--- src/common/pftmr_pkg.sv ---
`default_nettype none
package pftmr_pkg;

  // Data path widths
  localparam int unsigned CNT_W = 8;
  localparam int unsigned PSS_W = 11;
  localparam int unsigned PSW_W = 5;
  localparam int unsigned FXDIV_W = 3;
  localparam int unsigned OSCDIV_W = 5;
  localparam int unsigned MODE_W = 4;
  localparam int unsigned DIVSEL_W = 2;
  localparam int unsigned ADDR_W = 10;
  localparam int unsigned DATA_W = 8;

  // Register offsets
  localparam logic [ADDR_W-1:0] ADDR_MODE = 10'h008;
  localparam logic [ADDR_W-1:0] ADDR_DIVSEL = 10'h009;
  localparam logic [ADDR_W-1:0] ADDR_IRQ_STATUS = 10'h00A;
  localparam logic [ADDR_W-1:0] ADDR_IRQ_MASK = 10'h00B;
  localparam logic [ADDR_W-1:0] ADDR_COUNT = 10'h00C;

  // Reset values
  localparam logic [MODE_W-1:0] MODE_RESET = 4'h0;
  localparam logic [DIVSEL_W-1:0] DIVSEL_RESET = 2'h0;
  localparam logic [CNT_W-1:0] COUNT_RESET = 8'h00;
  localparam logic MASK_RESET = 1'b0;

  // Mode register fields
  localparam int unsigned MODE_SRC_BIT = 3;
  localparam logic [MODE_W-1:0] MODE_WMASK_NOSUB = 4'h7;
  localparam logic [MODE_W-1:0] MODE_WMASK_SUB = 4'hF;
  localparam logic [2:0] PSW_CLEAR_BITS = 3'h7;
  localparam logic [2:0] PSW_HALF_CODE = 3'h4;
  localparam logic [CNT_W-1:0] COUNT_MAX = 8'hFF;

  // Tap widths: a period of 2^k prescaler cycles is the rollover of the low k bits
  localparam int unsigned PSS_TAP_BITS [8] = '{11, 10, 9, 7, 5, 3, 2, 1};
  localparam int unsigned PSW_TAP_BITS [4] = '{5, 4, 3, 1};
  localparam int unsigned OSC_TAP_BITS [4] = '{2, 3, 4, 5};
  localparam int unsigned FX_TAP_BITS = 3;
  localparam int unsigned FX_HALF_BITS = 2;

endpackage
`default_nettype wire

--- src/common/pftmr_pre_if.sv ---
`timescale 1ns/1ps
`default_nettype none
interface pftmr_pre_if #(parameter int unsigned W = 8) ();
  logic tick;
  logic clear;
  logic [W-1:0] count;
  modport ctr (input tick, input clear, output count);
  modport user (output tick, output clear, input count);
endinterface
`default_nettype wire

--- src/rtl/pftmr_irq.sv ---
`timescale 1ns/1ps
`default_nettype none
module pftmr_irq (
  // Clock and reset
  input wire logic clk_sys,
  input wire logic rst,
  input wire logic clk_en,
  // Event and software side
  input wire logic evt,
  input wire logic rd_clear,
  input wire logic mask,
  // Results
  output logic status,
  output logic irq
);

  // Sticky pending flag; an event in the clearing cycle wins so none is lost
  always_ff @(posedge clk_sys or posedge rst)
  begin
    if (rst)
    begin
      status <= 1'b0;
    end
    else if (clk_en)
    begin
      if (evt)
      begin
        status <= 1'b1;
      end
      else if (rd_clear)
      begin
        status <= 1'b0;
      end
    end
  end

  // Registered level output, one cycle behind the flag
  always_ff @(posedge clk_sys or posedge rst)
  begin
    if (rst)
    begin
      irq <= 1'b0;
    end
    else if (clk_en)
    begin
      irq <= status & mask;
    end
  end

endmodule // pftmr_irq
`default_nettype wire

--- src/rtl/pftmr_prescaler.sv ---
`timescale 1ns/1ps
`default_nettype none
module pftmr_prescaler (
  // Clock and reset
  input wire logic clk_sys,
  input wire logic rst,
  // Counter carrier
  pftmr_pre_if.ctr p
);

  // Free-running up counter; clear beats count, caller gates both with the enable
  always_ff @(posedge clk_sys or posedge rst)
  begin
    if (rst)
    begin
      p.count <= '0;
    end
    else if (p.clear)
    begin
      p.count <= '0;
    end
    else if (p.tick)
    begin
      p.count <= p.count + 1'b1;
    end
  end

endmodule // pftmr_prescaler
`default_nettype wire

--- src/rtl/pftmr_top.sv ---
`timescale 1ns/1ps
`default_nettype none
// Function
// Eight-bit up counter steps once per selected clock period, wrapping without reload.
// Overflow from maximum back to zero raises the timer interrupt request.
// Four-bit write-only mode register at 0x008; reads return zero.
// Mode register clears to zero on reset and while stop mode holds.
// System source periods 2048,1024,512,128,32,8,4,2 cycles; bit 3 ignored.
// One system prescaler cycle equals one peripheral clock period; in subactive mode the code clocks it from the subsystem clock instead.
// Subclock source and time base exist only when the subclock variant is built.
// Mode bit 3 picks the source: 0 system prescaler, 1 subclock prescaler.
// Subclock periods 32,16,8,2,1/2 cycles; 101 idle; 11x clears both counters.
// Bit 3 low is free-running mode, high is clock time base mode.
// One subclock prescaler cycle is the subsystem clock divided by eight.
// Eleven-bit system prescaler, reset clear, halts in stop and watch modes; the code halts it in watch only in the subclock variant.
// Five-bit subclock prescaler on subclock over eight, halts only in stop.
// Writing ones to mode bits 3 to 1 clears the subclock prescaler.
// Subclock variant scales peripheral clock by 4, 8, 16 or 32 by divider select.
// Counter resets to zero and keeps its value across clock selection changes.
// Overflow latches a pending flag that software reads and clears.
module pftmr_top #(
  parameter bit HAS_SUBCLK = 1'b1
) (
  // Clock, reset and enable
  input wire logic clk_sys,
  input wire logic rst,
  input wire logic clk_en,
  // Register port
  input wire logic [pftmr_pkg::ADDR_W-1:0] reg_addr,
  input wire logic [pftmr_pkg::DATA_W-1:0] reg_wdata,
  input wire logic reg_wr,
  input wire logic reg_rd,
  output logic [pftmr_pkg::DATA_W-1:0] reg_rdata,
  // Power modes and subsystem oscillator
  input wire logic stop_mode,
  input wire logic watch_mode,
  input wire logic subactive_mode,
  input wire logic sub_osc_tick,
  // Results
  output logic irq,
  output logic [pftmr_pkg::CNT_W-1:0] timer_count_value
);

  // Registers and internal state
  logic [pftmr_pkg::MODE_W-1:0] timer_clock_mode_q;
  logic [pftmr_pkg::DIVSEL_W-1:0] sysclk_divider_select_q;
  logic [pftmr_pkg::CNT_W-1:0] count_q;
  logic irq_mask_q;
  logic irq_status;
  logic [pftmr_pkg::DATA_W-1:0] rdata_q;

  // Decoded strobes and ticks
  logic wr_mode;
  logic wr_divsel;
  logic wr_mask;
  logic rd_status;
  logic clear_cmd;
  logic src_sub;
  logic per_tick;
  logic fx_tick;
  logic w_tick;
  logic w_half_tick;
  logic pss_in;
  logic pss_run;
  logic pss_tick;
  logic pss_sel;
  logic psw_sel;
  logic count_tick;
  logic overflow;
  logic [1:0] osc_code;

  // Prescaler carriers
  pftmr_pre_if #(.W(pftmr_pkg::OSCDIV_W)) osc_if ();
  pftmr_pre_if #(.W(pftmr_pkg::FXDIV_W)) fx_if ();
  pftmr_pre_if #(.W(pftmr_pkg::PSS_W)) pss_if ();
  pftmr_pre_if #(.W(pftmr_pkg::PSW_W)) psw_if ();

  // True when the low k bits of a prescaler count are all ones
  function automatic logic tap_hit(input logic [pftmr_pkg::PSS_W-1:0] cnt,
                                   input int unsigned k);
    logic hit;
    hit = 1'b1;
    for (int i = 0; i < pftmr_pkg::PSS_W; i++)
    begin
      if ((i < k) && !cnt[i])
      begin
        hit = 1'b0;
      end
    end
    return hit;
  endfunction

  // Register port decode; every strobe is frozen with the clock enable
  always_comb
  begin
    wr_mode = clk_en && reg_wr && (reg_addr == pftmr_pkg::ADDR_MODE);
    wr_divsel = clk_en && reg_wr && (reg_addr == pftmr_pkg::ADDR_DIVSEL);
    wr_mask = clk_en && reg_wr && (reg_addr == pftmr_pkg::ADDR_IRQ_MASK);
    rd_status = clk_en && reg_rd && (reg_addr == pftmr_pkg::ADDR_IRQ_STATUS);
  end

  // Clear command exists only when the subclock source is built
  always_comb
  begin
    clear_cmd = HAS_SUBCLK && wr_mode
                && (reg_wdata[pftmr_pkg::MODE_SRC_BIT:1] == pftmr_pkg::PSW_CLEAR_BITS);
    src_sub = HAS_SUBCLK && timer_clock_mode_q[pftmr_pkg::MODE_SRC_BIT];
  end

  // Mode register; stop mode dominates a write in the same cycle
  always_ff @(posedge clk_sys or posedge rst)
  begin
    if (rst)
    begin
      timer_clock_mode_q <= pftmr_pkg::MODE_RESET;
    end
    else if (clk_en)
    begin
      if (stop_mode)
      begin
        timer_clock_mode_q <= pftmr_pkg::MODE_RESET;
      end
      else if (wr_mode)
      begin
        // Bit 3 is not stored without the subclock source, so it can never steer
        timer_clock_mode_q <= reg_wdata[pftmr_pkg::MODE_W-1:0]
                              & (HAS_SUBCLK ? pftmr_pkg::MODE_WMASK_SUB
                                            : pftmr_pkg::MODE_WMASK_NOSUB);
      end
    end
  end

  // Oscillator divisor select, meaningful only in the subclock variant
  always_ff @(posedge clk_sys or posedge rst)
  begin
    if (rst)
    begin
      sysclk_divider_select_q <= pftmr_pkg::DIVSEL_RESET;
    end
    else if (wr_divsel)
    begin
      sysclk_divider_select_q <= reg_wdata[pftmr_pkg::DIVSEL_W-1:0];
    end
  end

  // Interrupt mask
  always_ff @(posedge clk_sys or posedge rst)
  begin
    if (rst)
    begin
      irq_mask_q <= pftmr_pkg::MASK_RESET;
    end
    else if (wr_mask)
    begin
      irq_mask_q <= reg_wdata[0];
    end
  end

  // Peripheral clock from the oscillator; fixed divide by four without subclock
  always_comb
  begin
    osc_code = HAS_SUBCLK ? sysclk_divider_select_q : pftmr_pkg::DIVSEL_RESET;
    osc_if.tick = clk_en;
    osc_if.clear = 1'b0;
    per_tick = clk_en && tap_hit(pftmr_pkg::PSS_W'(osc_if.count),
                                 pftmr_pkg::OSC_TAP_BITS[osc_code]);
  end

  pftmr_prescaler u_osc_div (
    .clk_sys(clk_sys),
    .rst(rst),
    .p(osc_if)
  );

  // Subsystem clock over eight; the oscillator is stopped in stop mode
  always_comb
  begin
    fx_tick = clk_en && sub_osc_tick && !stop_mode;
    fx_if.tick = fx_tick;
    fx_if.clear = 1'b0;
    w_tick = fx_tick && tap_hit(pftmr_pkg::PSS_W'(fx_if.count), pftmr_pkg::FX_TAP_BITS);
    // Half a subclock prescaler cycle comes from the divider's second bit
    w_half_tick = fx_tick && tap_hit(pftmr_pkg::PSS_W'(fx_if.count), pftmr_pkg::FX_HALF_BITS);
  end

  pftmr_prescaler u_fx_div (
    .clk_sys(clk_sys),
    .rst(rst),
    .p(fx_if)
  );

  // System prescaler: subsystem clock in subactive mode, halted in stop and watch
  always_comb
  begin
    pss_in = (HAS_SUBCLK && subactive_mode) ? fx_tick : per_tick;
    pss_run = !stop_mode && !(HAS_SUBCLK && watch_mode);
    pss_tick = clk_en && pss_run && pss_in;
    pss_if.tick = pss_tick;
    pss_if.clear = 1'b0;
  end

  pftmr_prescaler u_pss (
    .clk_sys(clk_sys),
    .rst(rst),
    .p(pss_if)
  );

  // Subclock prescaler, absent without the subclock variant
  always_comb
  begin
    psw_if.tick = HAS_SUBCLK && w_tick;
    psw_if.clear = clear_cmd;
  end

  pftmr_prescaler u_psw (
    .clk_sys(clk_sys),
    .rst(rst),
    .p(psw_if)
  );

  // Free-running source: rollover of the tap picked by the period select
  always_comb
  begin
    pss_sel = pss_tick
              && tap_hit(pss_if.count,
                         pftmr_pkg::PSS_TAP_BITS[timer_clock_mode_q[2:0]]);
  end

  // Time base source; code 101 gives no count and 11x only clears
  always_comb
  begin
    psw_sel = 1'b0;
    unique case (timer_clock_mode_q[2:0])
      3'h0, 3'h1, 3'h2, 3'h3:
      begin
        psw_sel = psw_if.tick
                  && tap_hit(pftmr_pkg::PSS_W'(psw_if.count),
                             pftmr_pkg::PSW_TAP_BITS[timer_clock_mode_q[1:0]]);
      end
      pftmr_pkg::PSW_HALF_CODE:
      begin
        psw_sel = HAS_SUBCLK && w_half_tick;
      end
      3'h5, 3'h6, 3'h7:
      begin
        psw_sel = 1'b0;
      end
    endcase
  end

  // Source select; the mode change only switches the tick, not the count
  always_comb
  begin
    count_tick = src_sub ? psw_sel : pss_sel;
    overflow = count_tick && (count_q == pftmr_pkg::COUNT_MAX) && !clear_cmd;
  end

  // Timer count; the clear command outranks a coincident tick
  always_ff @(posedge clk_sys or posedge rst)
  begin
    if (rst)
    begin
      count_q <= pftmr_pkg::COUNT_RESET;
    end
    else if (clk_en)
    begin
      if (clear_cmd)
      begin
        count_q <= pftmr_pkg::COUNT_RESET;
      end
      else if (count_tick)
      begin
        count_q <= count_q + 1'b1;
      end
    end
  end

  // Overflow pending flag and masked interrupt
  pftmr_irq u_irq (
    .clk_sys(clk_sys),
    .rst(rst),
    .clk_en(clk_en),
    .evt(overflow),
    .rd_clear(rd_status),
    .mask(irq_mask_q),
    .status(irq_status),
    .irq(irq)
  );

  // Read data stands only in the cycle after the strobe; mode reads as zero
  always_ff @(posedge clk_sys or posedge rst)
  begin
    if (rst)
    begin
      rdata_q <= '0;
    end
    else if (clk_en)
    begin
      rdata_q <= '0;
      if (reg_rd)
      begin
        unique case (reg_addr)
          pftmr_pkg::ADDR_IRQ_STATUS: rdata_q <= pftmr_pkg::DATA_W'(irq_status);
          pftmr_pkg::ADDR_IRQ_MASK: rdata_q <= pftmr_pkg::DATA_W'(irq_mask_q);
          pftmr_pkg::ADDR_COUNT: rdata_q <= count_q;
          pftmr_pkg::ADDR_DIVSEL: rdata_q <= pftmr_pkg::DATA_W'(sysclk_divider_select_q);
          pftmr_pkg::ADDR_MODE: rdata_q <= '0;
          default: rdata_q <= '0;
        endcase
      end
    end
  end

  // Outputs straight from flops
  always_comb
  begin
    reg_rdata = rdata_q;
    timer_count_value = count_q;
  end

endmodule // pftmr_top
`default_nettype wire

--- config.mk ---
export PLATFORM = sky130hd
export DESIGN_NAME = pftmr_top
export DESIGN_NICKNAME = d
export VERILOG_FILES = /design/src/common/pftmr_pkg.sv /design/src/common/pftmr_pre_if.sv /design/src/rtl/pftmr_irq.sv /design/src/rtl/pftmr_prescaler.sv /design/src/rtl/pftmr_top.sv
export SDC_FILE = /design/constraint.sdc
export NUM_CORES = 1
export LEC_CHECK = 0
export BUFFER_PORTS_ARGS = -buffer_cell sky130_fd_sc_hd__buf_2
export CAP_MARGIN = 20
export CORE_MARGIN = 3
export CORE_UTILIZATION = 40
export DETAILED_ROUTE_END_ITERATION = 10
export PLACE_DENSITY_LB_ADDON = 0.25
export SETUP_SLACK_MARGIN = 0.5
export SLEW_MARGIN = 0
export SYNTH_ARGS = -nofsm -noshare
export SYNTH_HDL_FRONTEND = slang
export SYNTH_HIERARCHICAL = 1
export SYNTH_SLANG_ARGS = --single-unit
--- constraint.sdc ---
create_clock -name clk_sys -period 4.15 [get_ports clk_sys]
set_input_delay 0.415 -clock clk_sys [delete_from_list [all_inputs] [get_ports clk_sys]]
set_output_delay 0.415 -clock clk_sys [all_outputs]
set_load 0.02 [all_outputs]
==> impl_metrics.yaml <==
outcome:
  status: "completed"
global_routing:
  grt_pass1_vias: 2299
  grt_usage_pct: 15.2
  grt_start_max_net_pins: 26
  overflow: 0
  grt_antenna_before_repair: 0
  grt_first_pass_wirelength_um: 10700
job:
  cap_violations: 0
floorplanning:
  io-pin-count: 44
  fp.dieH_um: 91.8
  die_x_um: 91.8
  rows: 30
  dieArea_um2: 8420
  coreArea_um2: 6940
  initial_core_util_pct: 42.4
synth:
  syn_inst: 303
  ys_types: 59
  yosysSeqAreaShare_pct: 41.7
  synth_seq_cells: 49
  ys.warnings.count: 6
  syn-cell-area_um2: 2940
  synth_commonest_cells: "49 x dfrtp_1, 27 x nor2_1, 24 x inv_1, 24 x nand2_1, 19 x o21ai_0"
  synth-main-ff-cell: "dfrtp_1"
  yosysTopAreaCell: "dfrtp_1"
  syn_avg_cell_area_um2: 9.71
  synth_most_common_cell: "dfrtp_1"
  synth_edf_count: 0
  synth_top_area_share_pct: 41.7
  synth_area_leaders: "dfrtp_1 42%, ha_1 5.1%, nor2_1 3.4%, o21ai_0 3.2%, inv_1 3.1%"
  synthArstFlopShare_pct: 100
clock_network:
  ctsHoldBuffers: 0
  cts.sinks: 49
  insertion_delay_ns: 0.30
  cts-buffers-inserted: 5
  h-tree-depth: 2
  cts-resized-gates: 0
  clk_path_buf_depth: 2
  clockRootBuffer: "clkbuf_8"
  clk_pin_slew_ns: 0.09
  cts_tree: "done"
  post_cts_buffers: 0
layout:
  area_delta_synth_final_pct: 13.8
  drive_above_1_share_pct: 21.3
  nets: 395
  diodes: 0
sta:
  fin_skew_ns: 0.00523
  hold_viol_final: 0
  hold_slack_ns: 0.0154
  worstMarginPinSlew_ns: 0.940
  period_share_pct: 65.0
  timing.fmax_mhz: 371
  slew_violations: 0
  rsz0062_at_grt: "no"
  tns_ns: 0
  slew_headroom_pct: 37.2
  fin_crit_ns: 2.70
  finalSetupViolCount: 0
worst_setup_path:
  r2r-start: "timer_clock_mode_q[0]"
  path_cells: "inv_1, ha_1, or2_2, a221oi_1, o41ai_2, a32oi_2, nor4_1, a22o_1"
  cp-start-kind: "register"
  max_stage_delay_ns: 0.56
  critPathLaunch: "timer_clock_mode_q[0]"
  worst_ep_required_time_ns: 4.35
  path_class: "register to register"
  critPathCaptureType: "register"
  crit_arrival_ns: 2.90
  slowest_stage: "a32oi_2"
  cp_max_fo: 15
power_and_ir_drop:
  powerDensity_nw_per_um2: 260
  ir_drop_uv: 112
  leakage_uw: 0.00160
drt:
  drc: 0
  vias: 2399
  finalWirelength_um: 6070
  route.detailed.wl_per_inst_um: 13.4
  first_pass_iters: 4
  drt-initial-drc-count: 159
  via_per_inst: 5.30
  drtAntennaViolNets: 0
placement:
  gp_congestion: 0.834
  hpwl_um: 4500
  port_buffers: 39
worst_hold_path:
  hp-class: "input pin to async pin"
-- cell usage in the layout (no fill, tap or decap), drive strengths merged, types with 3 or more instances in the layout --
| master | count |
|---|---|
| mux2i | 6 |
| buf | 40 |
| a22o | 4 |
| inv | 24 |
| nor2b | 8 |
| clkbuf | 7 |
| nand2 | 24 |
| xnor2 | 4 |
| nor3 | 4 |
| o31ai | 4 |
| a21oi | 14 |
| nand3 | 9 |
| nor4 | 4 |
| nand3b | 4 |
| o41ai | 3 |
| conb | 15 |
| and3b | 4 |
| o22ai | 4 |
| ha | 12 |
| nand4 | 12 |
| dfrtp | 49 |
| nor2 | 27 |
| a21bo | 3 |
| xor2 | 4 |
| mux2 | 8 |
| or3 | 7 |
| and3 | 4 |
| o21ai | 20 |
-- through the flow --
step           area, um^2  instances  utilization [%]  setup WS, ns  total power [uW]
2_1_floorplan        2990        317                -          1.88               542
3_3_place_gp         3250        445             46.7          1.29               566
3_5_place_dp         3250        445             46.7          1.25               568
4_1_cts              3350        453             48.2          1.45               881
5_1_grt              3350        453             48.2          1.19               914
6_report             3350        453             48.2          1.45               871
-- logic make-up after synthesis --
family	share of synthesized area (%)
and+or+nand+nor	23.0
AOI/OAI and AO/OA	16.6
DFF	41.7
buffers and inverters	5.49
muxes	5.61
adders and majority gates	5.10
xor gates and xnor gates	2.38
other	0.127
-- registers in the layout, indices dropped and copies added, names as in the netlist --
name / count
u_pss/p.count: 11
reg_rdata: 8
timer_count_value: 8
u_osc_div/p.count: 5
u_psw/p.count: 5
timer_clock_mode_q: 4
u_fx_div/p.count: 3
osc_code: 2
irq_mask_q: 1
u_irq/irq: 1
u_irq/status: 1
-- worst paths after layout --
check	to	cells after the start	slack, ns
hold reg to reg	reg_rdata[7]	2	0.52
setup / recovery	u_irq/status	8	1.45
setup reg to reg	u_irq/status	8	1.45
hold / removal	u_irq/status	2	0.02
max in group asynchronous	timer_count_value[6]	2	3.19
min in group clk_sys	timer_clock_mode_q[0]	2	0.35
-- worst max-delay path: cells and delay by family, from the launching register on --
family | cells | cell delay, ns
AND/OR/NAND/NOR | 2 | 0.44
buffers and inverters | 1 | 0.14
flip-flops | 1 | 0.46
adder cells (fa/ha/maj) | 1 | 0.29
AO/OA/AOI/OAI | 4 | 1.25
-- where the power goes --
part / internal (uW) / switching, uW
Sequential: 482 / 7.10
Combinational: 24.7 / 45.0
Clock: 151 / 161
-- per-layer routing --
metal | GRT usage [%] | up-vias | routed length [um]
met2 | 23.8 | 49 | 2720
met3 | 2.46 | 8 | 203
met4 | 4.95 | 0 | 99
met5 | 0 | - | 0
met1 | 21.6 | 1152 | 3050
li1 | - | 1190 | -
-- cell type report --
cell class                 count  area [um^2]
timing repair buffer          40          203
fill                         660         3600
sequential                    49         1230
inverter                      24         90.1
tap                           96          120
clock buffer                   7         96.3
multi-input combinational    236         1610
clock inverter                 1         5.00
No activity file was read; power rests on OpenSTA's default activity.
